File: src/verilog/tpsc_defines.svh
// constants of the tuner synthesizer serial control block
`ifndef TPSC_DEFINES_SVH
`define TPSC_DEFINES_SVH
`define TPSC_ADDR_FIXED   5'h18
`define TPSC_BIT_LAST     3'h7
`define TPSC_CNT_FULL     4'h8
`define TPSC_TEST_AUX     3'h3
`define TPSC_TEST_PUMPOFF 3'h2
`define TPSC_TEST_SINK    3'h6
`define TPSC_TEST_SOURCE  3'h7
`define TPSC_TEST_HALFREF 3'h4
`define TPSC_TEST_HALFDIV 3'h5
`define TPSC_RST_FREQ     15'h0000
`define TPSC_RST_CTRL     8'hC9
`define TPSC_RST_BAND     8'h00
`define TPSC_RST_AUX      8'h20
`define TPSC_RST_MISC     21'h001C80
`define TPSC_RATIO_80     8'h50
`define TPSC_RATIO_128    8'h80
`define TPSC_RATIO_64     8'h40
`define TPSC_TOP_115      7'h73
`define TPSC_TOP_112      7'h70
`define TPSC_TOP_109      7'h6D
`define TPSC_TOP_106      7'h6A
`define TPSC_TOP_103      7'h67
`define TPSC_TOP_NONE     7'h00
`define TPSC_STAT_ONES    2'h3
`endif

File: src/verilog/tpsc_pkg.sv
// types of the tuner synthesizer serial control block
package tpsc_pkg;
    typedef enum logic [2:0] {
        TPSC_IDLE = 3'b000,
        TPSC_ADDR = 3'b001,
        TPSC_AACK = 3'b010,
        TPSC_RX   = 3'b011,
        TPSC_RACK = 3'b100,
        TPSC_TX   = 3'b101,
        TPSC_TACK = 3'b110,
        TPSC_SKIP = 3'b111
    } tpsc_state_t;
    typedef enum logic [1:0] {
        TPSC_K_FIRST = 2'b00,
        TPSC_K_DB2   = 2'b01,
        TPSC_K_BB    = 2'b10,
        TPSC_K_AB    = 2'b11
    } tpsc_kind_t;
endpackage : tpsc_pkg

File: src/verilog/tpsc_serial_ctrl.sv
// serial bus slave and setting registers of the tuner synthesizer
`timescale 1ns/1ps
`include "tpsc_defines.svh"
module tpsc_serial_ctrl (
    input  wire logic       clk,
    input  wire logic       rst_b,
    input  wire logic       sclIn,
    input  wire logic       sdaIn,
    input  wire logic [1:0] addressSelectInput,
    input  wire logic       lockFlagIn,
    input  wire logic       agcActiveIn,
    input  wire logic [2:0] converterCodeIn,
    input  wire logic       refTick,
    input  wire logic       divTick,
    output logic            sdaOe,
    output logic            lowBandPortOe,
    output logic            midBandPortOe,
    output logic            sourcePortAOe,
    output logic            sourcePortBOe,
    output logic            sinkPortAOe,
    output logic            sharedPinOe,
    output logic            lowMixerEn,
    output logic            midHighMixerEn,
    output logic            lowOscEn,
    output logic            midOscEn,
    output logic            highOscEn,
    output logic [14:0]     dividerRatioBits,
    output logic            pumpCurrentSelect,
    output logic [2:0]      testField,
    output logic [7:0]      refDivRatio,
    output logic            tuningOutputOff,
    output logic            pumpOff,
    output logic            pumpSink,
    output logic            pumpSource,
    output logic            agcTimeConstant,
    output logic [6:0]      takeoverDbuv,
    output logic            agcExternal,
    output logic            agcDisabled
);
    import tpsc_pkg::*;

    ////////////////////////////////////////////////////////////////////
    // pin synchronisers: a level changes once stages two and three agree
    localparam int NPIN = 9;
    logic [NPIN-1:0] pinRaw;
    logic [NPIN-1:0] syn1_reg;
    logic [NPIN-1:0] syn2_reg;
    logic [NPIN-1:0] syn3_reg;
    logic [NPIN-1:0] lvl_reg;
    logic [NPIN-1:0] lvl_next;

    assign pinRaw = {addressSelectInput, converterCodeIn, agcActiveIn,
                     lockFlagIn, sdaIn, sclIn};

    genvar gi;
    generate
        for (gi = 0; gi < NPIN; gi++) begin : g_sync
            always_comb begin
                lvl_next[gi] = lvl_reg[gi];
                if (syn2_reg[gi] == syn3_reg[gi]) begin
                    lvl_next[gi] = syn3_reg[gi];
                end
            end
            always_ff @(posedge clk or negedge rst_b) begin
                if (!rst_b) begin
                    syn1_reg[gi] <= 1'b1;
                    syn2_reg[gi] <= 1'b1;
                    syn3_reg[gi] <= 1'b1;
                    lvl_reg[gi]  <= 1'b1;
                end else begin
                    syn1_reg[gi] <= pinRaw[gi];
                    syn2_reg[gi] <= syn1_reg[gi];
                    syn3_reg[gi] <= syn2_reg[gi];
                    lvl_reg[gi]  <= lvl_next[gi];
                end
            end
        end
    endgenerate

    logic       scl;
    logic       sda;
    logic [1:0] maBits;
    logic [7:0] statusByte;
    assign scl    = lvl_reg[0];
    assign sda    = lvl_reg[1];
    assign maBits = lvl_reg[8:7];

    ////////////////////////////////////////////////////////////////////
    // bus state
    tpsc_state_t st_reg,  st_next;
    tpsc_kind_t  kind_reg, kind_next;
    logic [3:0]  cnt_reg,   cnt_next;
    logic [7:0]  sh_reg,    sh_next;
    logic        rw_reg,    rw_next;
    logic        sdaOe_reg, sdaOe_next;
    logic        sclP_reg,  sclP_next;
    logic        sdaP_reg,  sdaP_next;
    logic        por_reg,   por_next;
    logic [6:0]  db1_reg,   db1_next;
    logic [14:0] freq_reg,  freq_next;
    logic [7:0]  ctrl_reg,  ctrl_next;
    logic [7:0]  band_reg,  band_next;
    logic [7:0]  aux_reg,   aux_next;

    logic       sclRise;
    logic       sclFall;
    logic       startCond;
    logic       stopCond;
    logic [7:0] newByte;

    // status: power-on flag, lock, two ones, AGC, converter code
    assign statusByte = {por_reg, lvl_reg[2], `TPSC_STAT_ONES,
                         lvl_reg[3], lvl_reg[6:4]};

    always_comb begin
        sclRise   = scl & ~sclP_reg;
        sclFall   = ~scl & sclP_reg;
        startCond = scl & sclP_reg & sdaP_reg & ~sda;
        stopCond  = scl & sclP_reg & ~sdaP_reg & sda;
        newByte   = {sh_reg[6:0], sda};
        st_next    = st_reg;
        kind_next  = kind_reg;
        cnt_next   = cnt_reg;
        sh_next    = sh_reg;
        rw_next    = rw_reg;
        sdaOe_next = sdaOe_reg;
        sclP_next  = scl;
        sdaP_next  = sda;
        por_next   = por_reg;
        db1_next   = db1_reg;
        freq_next  = freq_reg;
        ctrl_next  = ctrl_reg;
        band_next  = band_reg;
        aux_next   = aux_reg;
        if (stopCond) begin
            st_next    = TPSC_IDLE;
            sdaOe_next = 1'b0;
        end else if (startCond) begin
            // a repeated start also restarts the byte sequence
            st_next    = TPSC_ADDR;
            cnt_next   = 4'h0;
            kind_next  = TPSC_K_FIRST;
            sdaOe_next = 1'b0;
        end else begin
            case (st_reg)
                TPSC_ADDR: begin
                    if (sclRise) begin
                        sh_next  = newByte;
                        cnt_next = cnt_reg + 4'h1;
                    end else if (sclFall && cnt_reg == `TPSC_CNT_FULL) begin
                        cnt_next = 4'h0;
                        if (sh_reg[7:1] == {`TPSC_ADDR_FIXED, maBits}) begin
                            st_next    = TPSC_AACK;
                            sdaOe_next = 1'b1;
                            rw_next    = sh_reg[0];
                        end else begin
                            st_next = TPSC_SKIP;
                        end
                    end
                end
                TPSC_AACK: begin
                    if (sclFall) begin
                        cnt_next = 4'h0;
                        if (rw_reg) begin
                            st_next    = TPSC_TX;
                            sh_next    = statusByte;
                            sdaOe_next = ~statusByte[7];
                        end else begin
                            st_next    = TPSC_RX;
                            sdaOe_next = 1'b0;
                        end
                    end
                end
                TPSC_RX: begin
                    if (sclRise) begin
                        sh_next  = newByte;
                        cnt_next = cnt_reg + 4'h1;
                        if (cnt_reg[2:0] == `TPSC_BIT_LAST) begin
                            // eighth clock of the byte: load at once
                            case (kind_reg)
                                TPSC_K_FIRST: begin
                                    if (!newByte[7]) begin
                                        db1_next  = newByte[6:0];
                                        kind_next = TPSC_K_DB2;
                                    end else begin
                                        ctrl_next = newByte;
                                        if (newByte[5:3] == `TPSC_TEST_AUX) begin
                                            kind_next = TPSC_K_AB;
                                        end else begin
                                            kind_next = TPSC_K_BB;
                                        end
                                    end
                                end
                                TPSC_K_DB2: begin
                                    freq_next = {db1_reg, newByte};
                                    kind_next = TPSC_K_FIRST;
                                end
                                TPSC_K_BB: begin
                                    band_next = newByte;
                                    kind_next = TPSC_K_FIRST;
                                end
                                default: begin
                                    // low four bits are kept as zero
                                    aux_next  = {newByte[7:4], 4'h0};
                                    kind_next = TPSC_K_FIRST;
                                end
                            endcase
                        end
                    end else if (sclFall && cnt_reg == `TPSC_CNT_FULL) begin
                        st_next    = TPSC_RACK;
                        sdaOe_next = 1'b1;
                    end
                end
                TPSC_RACK: begin
                    if (sclFall) begin
                        st_next    = TPSC_RX;
                        cnt_next   = 4'h0;
                        sdaOe_next = 1'b0;
                    end
                end
                TPSC_TX: begin
                    if (sclFall) begin
                        if (cnt_reg[2:0] == `TPSC_BIT_LAST) begin
                            st_next    = TPSC_TACK;
                            cnt_next   = 4'h0;
                            sdaOe_next = 1'b0;
                        end else begin
                            cnt_next   = cnt_reg + 4'h1;
                            sh_next    = {sh_reg[6:0], 1'b0};
                            sdaOe_next = ~sh_reg[6];
                        end
                    end
                end
                TPSC_TACK: begin
                    if (sclRise) begin
                        if (sda) begin
                            // no master acknowledge ends the read
                            st_next  = TPSC_SKIP;
                            por_next = 1'b0;
                        end else begin
                            cnt_next = 4'h1;
                        end
                    end else if (sclFall && cnt_reg == 4'h1) begin
                        st_next    = TPSC_TX;
                        cnt_next   = 4'h0;
                        sh_next    = statusByte;
                        sdaOe_next = ~statusByte[7];
                    end
                end
                default: begin
                    sdaOe_next = 1'b0;
                end
            endcase
        end
    end

    always_ff @(posedge clk or negedge rst_b) begin
        if (!rst_b) begin
            st_reg    <= TPSC_IDLE;
            kind_reg  <= TPSC_K_FIRST;
            cnt_reg   <= 4'h0;
            sh_reg    <= 8'h00;
            rw_reg    <= 1'b0;
            sdaOe_reg <= 1'b0;
            sclP_reg  <= 1'b1;
            sdaP_reg  <= 1'b1;
            por_reg   <= 1'b1;
            db1_reg   <= 7'h00;
            freq_reg  <= `TPSC_RST_FREQ;
            ctrl_reg  <= `TPSC_RST_CTRL;
            band_reg  <= `TPSC_RST_BAND;
            aux_reg   <= `TPSC_RST_AUX;
        end else begin
            st_reg    <= st_next;
            kind_reg  <= kind_next;
            cnt_reg   <= cnt_next;
            sh_reg    <= sh_next;
            rw_reg    <= rw_next;
            sdaOe_reg <= sdaOe_next;
            sclP_reg  <= sclP_next;
            sdaP_reg  <= sdaP_next;
            por_reg   <= por_next;
            db1_reg   <= db1_next;
            freq_reg  <= freq_next;
            ctrl_reg  <= ctrl_next;
            band_reg  <= band_next;
            aux_reg   <= aux_next;
        end
    end

    ////////////////////////////////////////////////////////////////////
    // decoded settings, registered so every output leaves a flop
    logic [2:0] tf;
    logic [7:0] ratio_reg, ratio_next;
    logic [6:0] top_reg,   top_next;
    logic [20:0] misc_reg, misc_next;
    logic       half_reg,  half_next;

    assign tf = ctrl_reg[5:3];

    always_comb begin
        ratio_next = ratio_reg;
        case (ctrl_reg[2:1])
            2'b00:   ratio_next = `TPSC_RATIO_80;
            2'b01:   ratio_next = `TPSC_RATIO_128;
            2'b11:   ratio_next = `TPSC_RATIO_64;
            // forbidden code keeps the last legal ratio
            default: ratio_next = ratio_reg;
        endcase
        case (aux_reg[6:4])
            3'b010:  top_next = `TPSC_TOP_112;
            3'b011:  top_next = `TPSC_TOP_109;
            3'b100:  top_next = `TPSC_TOP_106;
            3'b101:  top_next = `TPSC_TOP_103;
            3'b110:  top_next = `TPSC_TOP_NONE;
            3'b111:  top_next = `TPSC_TOP_NONE;
            default: top_next = `TPSC_TOP_115;
        endcase
        // half-rate test outputs toggle on each input tick
        half_next = half_reg;
        if ((tf == `TPSC_TEST_HALFREF && refTick) ||
            (tf == `TPSC_TEST_HALFDIV && divTick)) begin
            half_next = ~half_reg;
        end
        misc_next[0]  = band_reg[0];
        misc_next[1]  = band_reg[1];
        misc_next[2]  = band_reg[2];
        misc_next[3]  = band_reg[3];
        misc_next[4]  = band_reg[4];
        // test output pulls the shared pin low in its low phase
        if (tf == `TPSC_TEST_HALFREF || tf == `TPSC_TEST_HALFDIV) begin
            misc_next[5] = ~half_next;
        end else begin
            misc_next[5] = band_reg[6];
        end
        misc_next[6]  = band_reg[0];
        misc_next[7]  = band_reg[1] | ~band_reg[0];
        misc_next[8]  = band_reg[0];
        misc_next[9]  = band_reg[1];
        misc_next[10] = ~band_reg[0] & ~band_reg[1];
        misc_next[11] = ctrl_reg[6];
        misc_next[12] = ctrl_reg[0];
        misc_next[13] = (tf == `TPSC_TEST_PUMPOFF);
        misc_next[14] = (tf == `TPSC_TEST_SINK);
        misc_next[15] = (tf == `TPSC_TEST_SOURCE);
        misc_next[16] = aux_reg[7];
        misc_next[17] = (aux_reg[6:4] == 3'b110);
        misc_next[18] = (aux_reg[6:4] == 3'b111);
        misc_next[20:19] = 2'b00;
    end

    always_ff @(posedge clk or negedge rst_b) begin
        if (!rst_b) begin
            ratio_reg <= `TPSC_RATIO_80;
            top_reg   <= `TPSC_TOP_112;
            // high band selected, high pump current, tuning output off
            misc_reg  <= `TPSC_RST_MISC;
            half_reg  <= 1'b0;
        end else begin
            ratio_reg <= ratio_next;
            top_reg   <= top_next;
            misc_reg  <= misc_next;
            half_reg  <= half_next;
        end
    end

    assign sdaOe             = sdaOe_reg;
    assign lowBandPortOe     = misc_reg[0];
    assign midBandPortOe     = misc_reg[1];
    assign sourcePortAOe     = misc_reg[2];
    assign sourcePortBOe     = misc_reg[3];
    assign sinkPortAOe       = misc_reg[4];
    assign sharedPinOe       = misc_reg[5];
    assign lowMixerEn        = misc_reg[6];
    assign midHighMixerEn    = misc_reg[7];
    assign lowOscEn          = misc_reg[8];
    assign midOscEn          = misc_reg[9];
    assign highOscEn         = misc_reg[10];
    assign dividerRatioBits  = freq_reg;
    assign pumpCurrentSelect = misc_reg[11];
    assign testField         = ctrl_reg[5:3];
    assign refDivRatio       = ratio_reg;
    assign tuningOutputOff   = misc_reg[12];
    assign pumpOff           = misc_reg[13];
    assign pumpSink          = misc_reg[14];
    assign pumpSource        = misc_reg[15];
    assign agcTimeConstant   = misc_reg[16];
    assign takeoverDbuv      = top_reg;
    assign agcExternal       = misc_reg[17];
    assign agcDisabled       = misc_reg[18];
endmodule : tpsc_serial_ctrl

File: config.mk
export PLATFORM = sky130hd
export DESIGN_NAME = tpsc_serial_ctrl
export DESIGN_NICKNAME = d
export VERILOG_FILES = /design/src/verilog/tpsc_pkg.sv /design/src/verilog/tpsc_serial_ctrl.sv
export VERILOG_INCLUDE_DIRS = /design/src /design/src/verilog
export SDC_FILE = /design/constraint.sdc
export NUM_CORES = 1
export LEC_CHECK = 0
export BUFFER_PORTS_ARGS = -buffer_cell sky130_fd_sc_hd__buf_4
export CAP_MARGIN = 0
export CORE_MARGIN = 2
export CORE_UTILIZATION = 52
export CTS_CLUSTER_DIAMETER = 80
export DETAILED_ROUTE_END_ITERATION = 16
export HOLD_SLACK_MARGIN = 0.05
export PLACE_DENSITY = 0.76
export SLEW_MARGIN = 15
export SYNTH_ARGS = -nofsm -noshare
export SYNTH_HDL_FRONTEND = slang
export SYNTH_SLANG_ARGS = --single-unit
File: constraint.sdc
create_clock -name clk -period 2.08 [get_ports clk]
set_clock_uncertainty 0.1 [all_clocks]
set_input_delay 0.312 -clock clk [delete_from_list [all_inputs] [get_ports clk]]
set_output_delay 0.312 -clock clk [all_outputs]
set_load 0.01 [all_outputs]
Yosys cells after proc, flatten, opt, wreduce, memory -nomap -nowiden
Index checks and enable logic that the tools add are counted.
Widths: inputs -> output; s select.

storage, ports and cells
  flip-flop bits (word level) = 133
  input port bits = 13
  output and inout port bits = 53
  logic and storage cells = 231

operators by class
  add/subtract/negate cells = 1
  equal/unequal tests = 61
  multiplexer cells = 61
  bitwise logic cells = 23
  reductions and logical operators = 31

operators by type and width
  operator            count
  $mux 8              7
  $ne 4x4->1 const B  14
  $mux 3              15
  $mux 4              10
  $eq 3x3->1 const B  12
  $pmux 7 s5          1
  $pmux 8 s4          1
  $pmux 8 s3          1
  $reduce_and 6->1    4
  $pmux 4 s5          1
  $reduce_and 10->1   2
  $eq 3x2->1 const B  6
  $pmux 3 s6          1
  $mux 1              17
  $not 1->1           14
  $reduce_and 7->1    2
  $mux 2              6
  $ne 2x2->1 const B  6
  $reduce_and 11->1   1
  $ne 5x5->1 const B  2
  $eq 1x1->1          9
  $and 1x1->1         8
  $reduce_and 8->1    1
  $reduce_bool 8->1   1
  23 further kinds    35

Logic depth before layout (Yosys ltp)
Gate-level depths: netlist of run 1.

  depth in word-level cells = 8
  depth in mapped cells = 8

Least setup slack after synthesis of run 1
OpenSTA, ideal clock, no wires.

  path kind = register -> register
  start point = reg lvl_reg[0], in the netlist scl
  end point = reg freq_reg[10], in the netlist dividerRatioBits[10]
  arrival time = 1883 ps
  data required time = 1855 ps
  setup slack = -28 ps
  stages on the path, launching flop included = 9
  buffers on the path = 3
  clock period less this slack = 2108 ps
  cells stage by stage = dfstp_2 -> buf_6 -> nor2b_4 -> nand4_4 -> nor2_1 -> and2_1 -> buf_2 -> buf_6 -> mux2_2

on the way
  word-level cells in the longest chain between the ends = 5
  elaborated cells between the ends (all ways) = 9
  those cells by class = bitwise (8); reduce/logical (1)

ends and longest elaborated chain
  item                                                 line                                              RTL
  start, declared                                      tpsc_serial_ctrl.sv:49                            logic [NPIN-1:0] lvl_reg;
  start signal, assigned by index                      tpsc_serial_ctrl.sv:74                            lvl_reg[gi] <= lvl_next[gi];
  $and 1x1->1                                          tpsc_serial_ctrl.sv:118, tpsc_serial_ctrl.sv:119
  $and 1x1->1, on equally long branches (2 in series)  tpsc_serial_ctrl.sv:118, tpsc_serial_ctrl.sv:119
  $not 1->1 (no source line)                           n/a
  $reduce_and 6->1 (no source line) *                  n/a
  end signal, assigned                                 tpsc_serial_ctrl.sv:269                           freq_reg <= `TPSC_RST_FREQ;
  end signal, assigned                                 tpsc_serial_ctrl.sv:284                           freq_reg <= freq_next;
  end, declared                                        tpsc_serial_ctrl.sv:100                           logic [14:0] freq_reg, freq_next;

Every way passes the cells marked *; elsewhere a longest branch is shown, timed or not.
A chain may end at the register's enable or synchronous reset.

Final worst setup path of run 1
  start point = reg lvl_reg[0], in the netlist scl
  end point = reg db1_reg[3]

on the way
  word-level cells in the longest chain between the ends = 5
  elaborated cells between the ends (all ways) = 9
  those cells by class = bitwise (8); reduce/logical (1)

ends and longest elaborated chain
  item                                                 line                                              RTL
  $and 1x1->1                                          tpsc_serial_ctrl.sv:118, tpsc_serial_ctrl.sv:119
  $and 1x1->1, on equally long branches (2 in series)  tpsc_serial_ctrl.sv:118, tpsc_serial_ctrl.sv:119
  $not 1->1 (no source line)                           n/a
  $reduce_and 7->1 (no source line) *                  n/a
  end signal, assigned                                 tpsc_serial_ctrl.sv:283                           db1_reg <= db1_next;
  end, declared                                        tpsc_serial_ctrl.sv:99                            logic [6:0] db1_reg, db1_next;

Marks and branches as above.

==> results of run 1 <==
[through the flow]
step                instance area, um2  setup WS, ns  total power [mW]  TNS, ns  cells
finish                            6700        0.0430              7.73        0    632
global route                      6700       -0.0133              8.07  -0.0165    632
CTS                               6630       0.00655              7.67        0    631
detailed placement                5960       -0.0432              4.86   -0.576    589
global placement                  5960        0.0161              4.83        0    589
floorplan                         5140       0.00122              4.05        0    378
[worst max-delay path, stage by stage (launching register included)]
cell and delay, ns:
dfstp_2 0.58, nor2b_4 0.21, nand4_4 0.15, or4_4 0.54, mux2_4 0.33
[cell type report]
| type | instances | area share [%] |
|---|---|---|
| clock buffer | 19 | 6.44 |
| sequential | 123 | 46.9 |
| tap | 133 | 2.48 |
| multi-input combinational | 216 | 27.4 |
| inverter | 12 | 0.672 |
| clock inverter | 13 | 1.89 |
| timing repair buffer | 116 | 14.2 |
[power by group]
| group | switching [mW] | internal [mW] |
|---|---|---|
| logic | 1.02 | 1.11 |
| registers | 0.209 | 2.62 |
| clock network | 1.12 | 1.65 |
[routing by layer]
layer | GRT usage, % | vias to the layer above
met5 | 0 | -
met4 | 8.50 | 0
met3 | 4.91 | 18
met2 | 34.5 | 84
met1 | 26.4 | 1669
li1 | - | 1533
[cells in the final DEF (no fill, tap or decap), types with 5 or more instances in the layout]
master           n
clkbuf_16       16
nor3_1           7
dlygate4sd3_1   10
and2_1           5
conb_1           5
nand2b_1         9
mux2_4           6
a21oi_1         11
dfrtp_1         69
mux2_2          48
maj3_1          10
inv_1           11
buf_4          101
dfstp_2         51
nor2_1          11
inv_6            6
o21ai_0          8
nand2_1         16
[timing repair]
item | 4_1_cts | 5_1_grt
setup buffers | 0 | 1
hold buffers | 10 | 0
pin swaps | 0 | 5
endpoints found under the hold margin | 90 | 0
gates resized for setup | 4 | 17
endpoints found under the setup margin | 36 | 32
[worst max-delay path by stage]
stage	end	slack, ns	depth (start not counted)
floorplan	dividerRatioBits[10]	0.001	8
detailed placement	sh_reg[4]	-0.04	6
global placement	sh_reg[3]	0.02	5
CTS	sh_reg[4]	0.007	6
finish	db1_reg[3]	0.04	4
global route	cnt_reg[2]	-0.01	8
[cells by family after synthesis]
logic type,Yosys count,share of synthesized area [%]
other cells,1,0.0732
mux,59,13.3
buf+inv,39,4.61
simple gates,85,10.1
fa+ha+maj,14,2.93
xor+xnor,5,0.854
flops,123,61.3
compound gates,48,6.79
==> reports/qor.csv, run 1 <==
metric,value,unit
CTS Buffer Depth,2,
ranking of synthesized cells by area,"dfrtp_1 35%, dfstp_2 26%, mux2_2 11%",
drt wl/cell,16.7,um
layout cells sized above 1,54.7,%
average size of a mapped cell,13.7,um2
Worst Hold End,half_reg,
Multi-input gate area,0.00184,mm2
CTS tree,done,
Final Slew Violations,0,
htree depth,4,
FF-to-FF setup slack,0.04,ns
Worst R2R Path Depth,4,
Hold Startpoint,divTick,
GRT overflow,0,
final antenna-violating net count,0,
PD cells,1150,mW/mm2
Post-synth EDFFs,0,
Critical Path End Type,flip-flop,
Final period util,97.9,%
most numerous cell in the Yosys netlist,dfrtp_1,
critical path data arrival time,2.33,ns
worst hold path class,in -> reg,
Cells after Synth,374,
final net count,503,
vias in the first global route,3255,
Largest register FFs,16,
status,"complete, no violations",
WL met3,376,um
die area,0.0107,mm2
# Max-Cap Violations,0,
"Max FO, Critical Path",8,
Commonest cells post-synth,"72 x dfrtp_1, 51 x dfstp_2, 48 x mux2_2",
metal2 WL,5.42,mm
Clock Root Buffer,clkbuf_8,
Max Clk Rate,491,MHz
sequential fraction of the synthesis area,61.3,%
drt total wl,10.6,mm
Synth Cell Area,0.00512,mm2
# clock sinks,123,
initial antenna violation count,0,
Skew-Pair Late Insertion Delay,0.51,ns
Port Buffer Count,60,
Worst R2R Start,scl,
Lkg Pwr,3.10,nW
Final Setup Violations,0,
top cell type's share of synthesized area,35.2,%
via count,3304,
# IOs,66,
Antenna Cells,0,
Post-synth ARST share,100,%
startpoint class of the critical path,flip-flop,
max layer used,met4,
Most used DFF post-synth,dfrtp_1,
Synth-to-Final Area Change,30.8,%
Residual DRC,0,
Final Hold Fails,0,
fin crit period,2.04,ns
routability cong.,0.985,
Register Area,0.00315,mm2
Yosys cell types,64,
WL met1,4.58,mm
post-layout util,69.2,%
max_slew headroom,63.1,%
Crit Path Class,reg -> reg,
"Req. time, crit path",2.37,ns
# fillers,680,
cts bufs inserted,17,
Final Hold Slack,0.100,ns
Peak VDD IR,0.000751,V
largest net degree at the start of global routing,52,
Worst R2R End,db1_reg[3],
cell taking the most area after synthesis,dfrtp_1,
Synth warnings,0,
Worst Tran Pin Value,0.547,ns
Horiz. Die Dim,103,um
1st-iter DRT viols,163,
Core ar.,0.00968,mm2
Setup crit start,scl,
Rows,36,
DIE HEIGHT,103,um
Initial Util,52.9,%
Yosys reg bits,123,
Worst-path clk slew,0.06,ns
DR vias/cell,5.23,
dpl hpwl,6.94,mm
drt pass-1 iters,4,
Tot GR Track Use,20.8,%
Hold Crit Depth,4,
first-pass GRT wire length,16.5,mm
(Power assumes the default switching activity.)
==> inputs of run 2 (changes only) <==
Settings changed: CORE_UTILIZATION 52 to 54, CTS_BUF_LIST from default to sky130_fd_sc_hd__clkbuf_4 sky130_fd_sc_hd__clkbuf_8, PLACE_DENSITY 0.76 to 0.78.
==> run 2 against run 1 <==
Non-clock buffer count up 1. Wire length down 2.5%. Register-to-register slack worse by 0.03 ns. Largest cell class unchanged.
==> reports/qor.csv, run 2 (synthesized netlist as in run 1, its figures left out) <==
metric,value,unit,change
dpl hpwl,7.15,mm,+3.1%
1st-iter DRT viols,148,,-9.2%
via count,3337,,+1.0%
finished layout cell area,0.00656,mm2,-2.2%
most frequent cell on the critical path,buf_4,,
initial antenna violation count,0,,unchanged
Final Slew Violations,0,,unchanged
Antenna Cells,0,,unchanged
PD cells,1090,mW/mm2,-5.4%
fin crit period,2.07,ns,+0.0302 ns
cts bufs inserted,17,,unchanged
DIE HEIGHT,101,um,-1.8%
Max Clk Rate,484,MHz,-1.5%
drt wl/cell,16.4,um,-2.0%
Horiz. Die Dim,101,um,-1.8%
# IOs,66,,unchanged
# fillers,660,,-2.9%
Skew-Pair Late Insertion Delay,0.43,ns,-0.08 ns
Largest register FFs,16,,unchanged
Residual DRC,0,,unchanged
first-pass GRT wire length,16.8,mm,+1.8%
routability cong.,0.965,,-2.1%
# Max-Cap Violations,0,,unchanged
RSZ-0062 raised after global routing,true,,
Final Setup Violations,0,,unchanged
DR vias/cell,5.31,,+1.5%
Initial Util,55.5,%,+2.5 points
CP max-delay cell,dfstp_2,,
Place WS,-0.103,ns,-0.0602 ns
drt pass-1 iters,5,,+1
Crit Path Class,reg -> reg,,
Non-Filler Instances,629,,-0.47%
Critical Path Max Stage Delay,0.54,ns,-0.04 ns
CTS tree,done,,
# clock sinks,123,,unchanged
Worst Tran Pin Value,0.504,ns,-0.0428 ns
"Max FO, Critical Path",8,,unchanged
Final Hold Slack,0.196,ns,+0.0955 ns
die area,0.0103,mm2,-3.6%
final antenna-violating net count,0,,unchanged
Synth-to-Final Area Change,28.0,%,
Worst-path clk slew,0.08,ns,+0.02 ns
CTS Buffer Depth,2,,unchanged
max_slew headroom,66.0,%,+2.9 points
status,"complete, no violations",,
startpoint class of the critical path,flip-flop,,
"commonest non-fill, non-tap cell in the layout",buf_4,,
"Req. time, crit path",2.29,ns,-0.08 ns
drt total wl,10.3,mm,-2.5%
Final Hold Fails,0,,unchanged
Rows,35,,-2.8%
most frequent cells in the layout,"103 x buf_4, 71 x dfrtp_1, 51 x dfstp_2",,
Core ar.,0.00924,mm2,-4.6%
Lkg Pwr,3.04,nW,-2.0%
vias in the first global route,3382,,+3.9%
Peak VDD IR,0.000661,V,-12%
DP Cell Count,585,,-0.68%
layout cells sized above 1,54.2,%,-0.51 points
Critical Path End Type,flip-flop,,
htree depth,4,,unchanged
Port Buffer Count,60,,unchanged
Clock Root Buffer,clkbuf_8,,
final net count,504,,+0.20%
PnR worst setup slack,0.0128,ns,-0.0302 ns
Tot GR Track Use,21.7,%,+0.87 points
largest net degree at the start of global routing,41,,-21%
worst hold path class,in -> reg,,
critical path data arrival time,2.28,ns,-0.05 ns
dpl cell area,0.00594,mm2,-0.29%
critical-path cell list,buf_4 -> nor2b_4 -> buf_4 -> a221o_2 -> o211ai_4 -> mux2_2,,
Final period util,99.4,%,+1.5 points
GRT overflow,0,,unchanged
run 2: path summary, 6_finish.rpt:
check                            start               to  slack (ns)  depth (start not counted)
max in group asynchronous        rst_b      syn2_reg[1]        0.97                          3
setup reg to reg              sclP_reg        sh_reg[5]        0.01                          6
hold reg to reg            syn1_reg[0]      syn2_reg[0]        0.25                          0
hold / removal                 divTick         half_reg        0.20                          4
setup / recovery              sclP_reg        sh_reg[5]        0.01                          6
min in group asynchronous        rst_b  takeoverDbuv[0]        0.27                          2
run 2: critical path: cells and delay by family, from the launching register on:
| family | cells | cell delay, ns |
|---|---|---|
| AND/OR/NAND/NOR | 1 | 0.06 |
| buffers and inverters | 2 | 0.30 |
| multiplexers | 1 | 0.39 |
| flip-flops | 1 | 0.54 |
| AO/OA/AOI/OAI | 2 | 0.56 |
run 2: cell type report:
class	instances	area (um2)	share of cell area, %
flip-flops and latches	123	3140	47.9
multi-input cells	216	1850	28.1
repair buffers	117	945	14.4
clock buffers	19	249	3.80
clock inverters	13	169	2.58
well taps	129	161	2.46
inverters	12	45.0	0.687
run 2: through the flow:
step	total power, mW	util (%)	setup TNS [ns]
2_1_floorplan	4.05	-	0
3_3_place_gp	4.81	64.3	-0.379
3_5_place_dp	4.83	64.3	-0.596
4_1_cts	7.09	70.1	0
5_1_grt	7.52	71.0	-0.201
6_report	7.15	71.0	0
run 2: metal layers:
metal / part of all wire, % / vias to the layer above / track usage [%]
li1: - / 1529 / -
met1: 44 / 1709 / 29.0
met2: 51 / 90 / 34.4
met3: 3.9 / 9 / 4.35
met4: 1.2 / 0 / 9.77
met5: 0 / - / 0
run 2: timing repair:
action | in CTS | in global routing
buffers inserted | 0 | 2
gates cloned | 0 | 0
hold endpoints to repair | 36 | 0
setup endpoints to repair | 30 | 39
resized for setup | 5 | 14
pin swaps | 1 | 2
hold buffers | 10 | 0
run 2: power by group:
group / switching (mW) / leakage, nW / internal (mW) / total (mW)
registers: 0.192 / 1.50 / 2.61 / 2.80
clock network: 0.963 / 0.200 / 1.22 / 2.19
logic: 1.06 / 1.34 / 1.10 / 2.16
total: 2.22 / 3.04 / 4.93 / 7.15
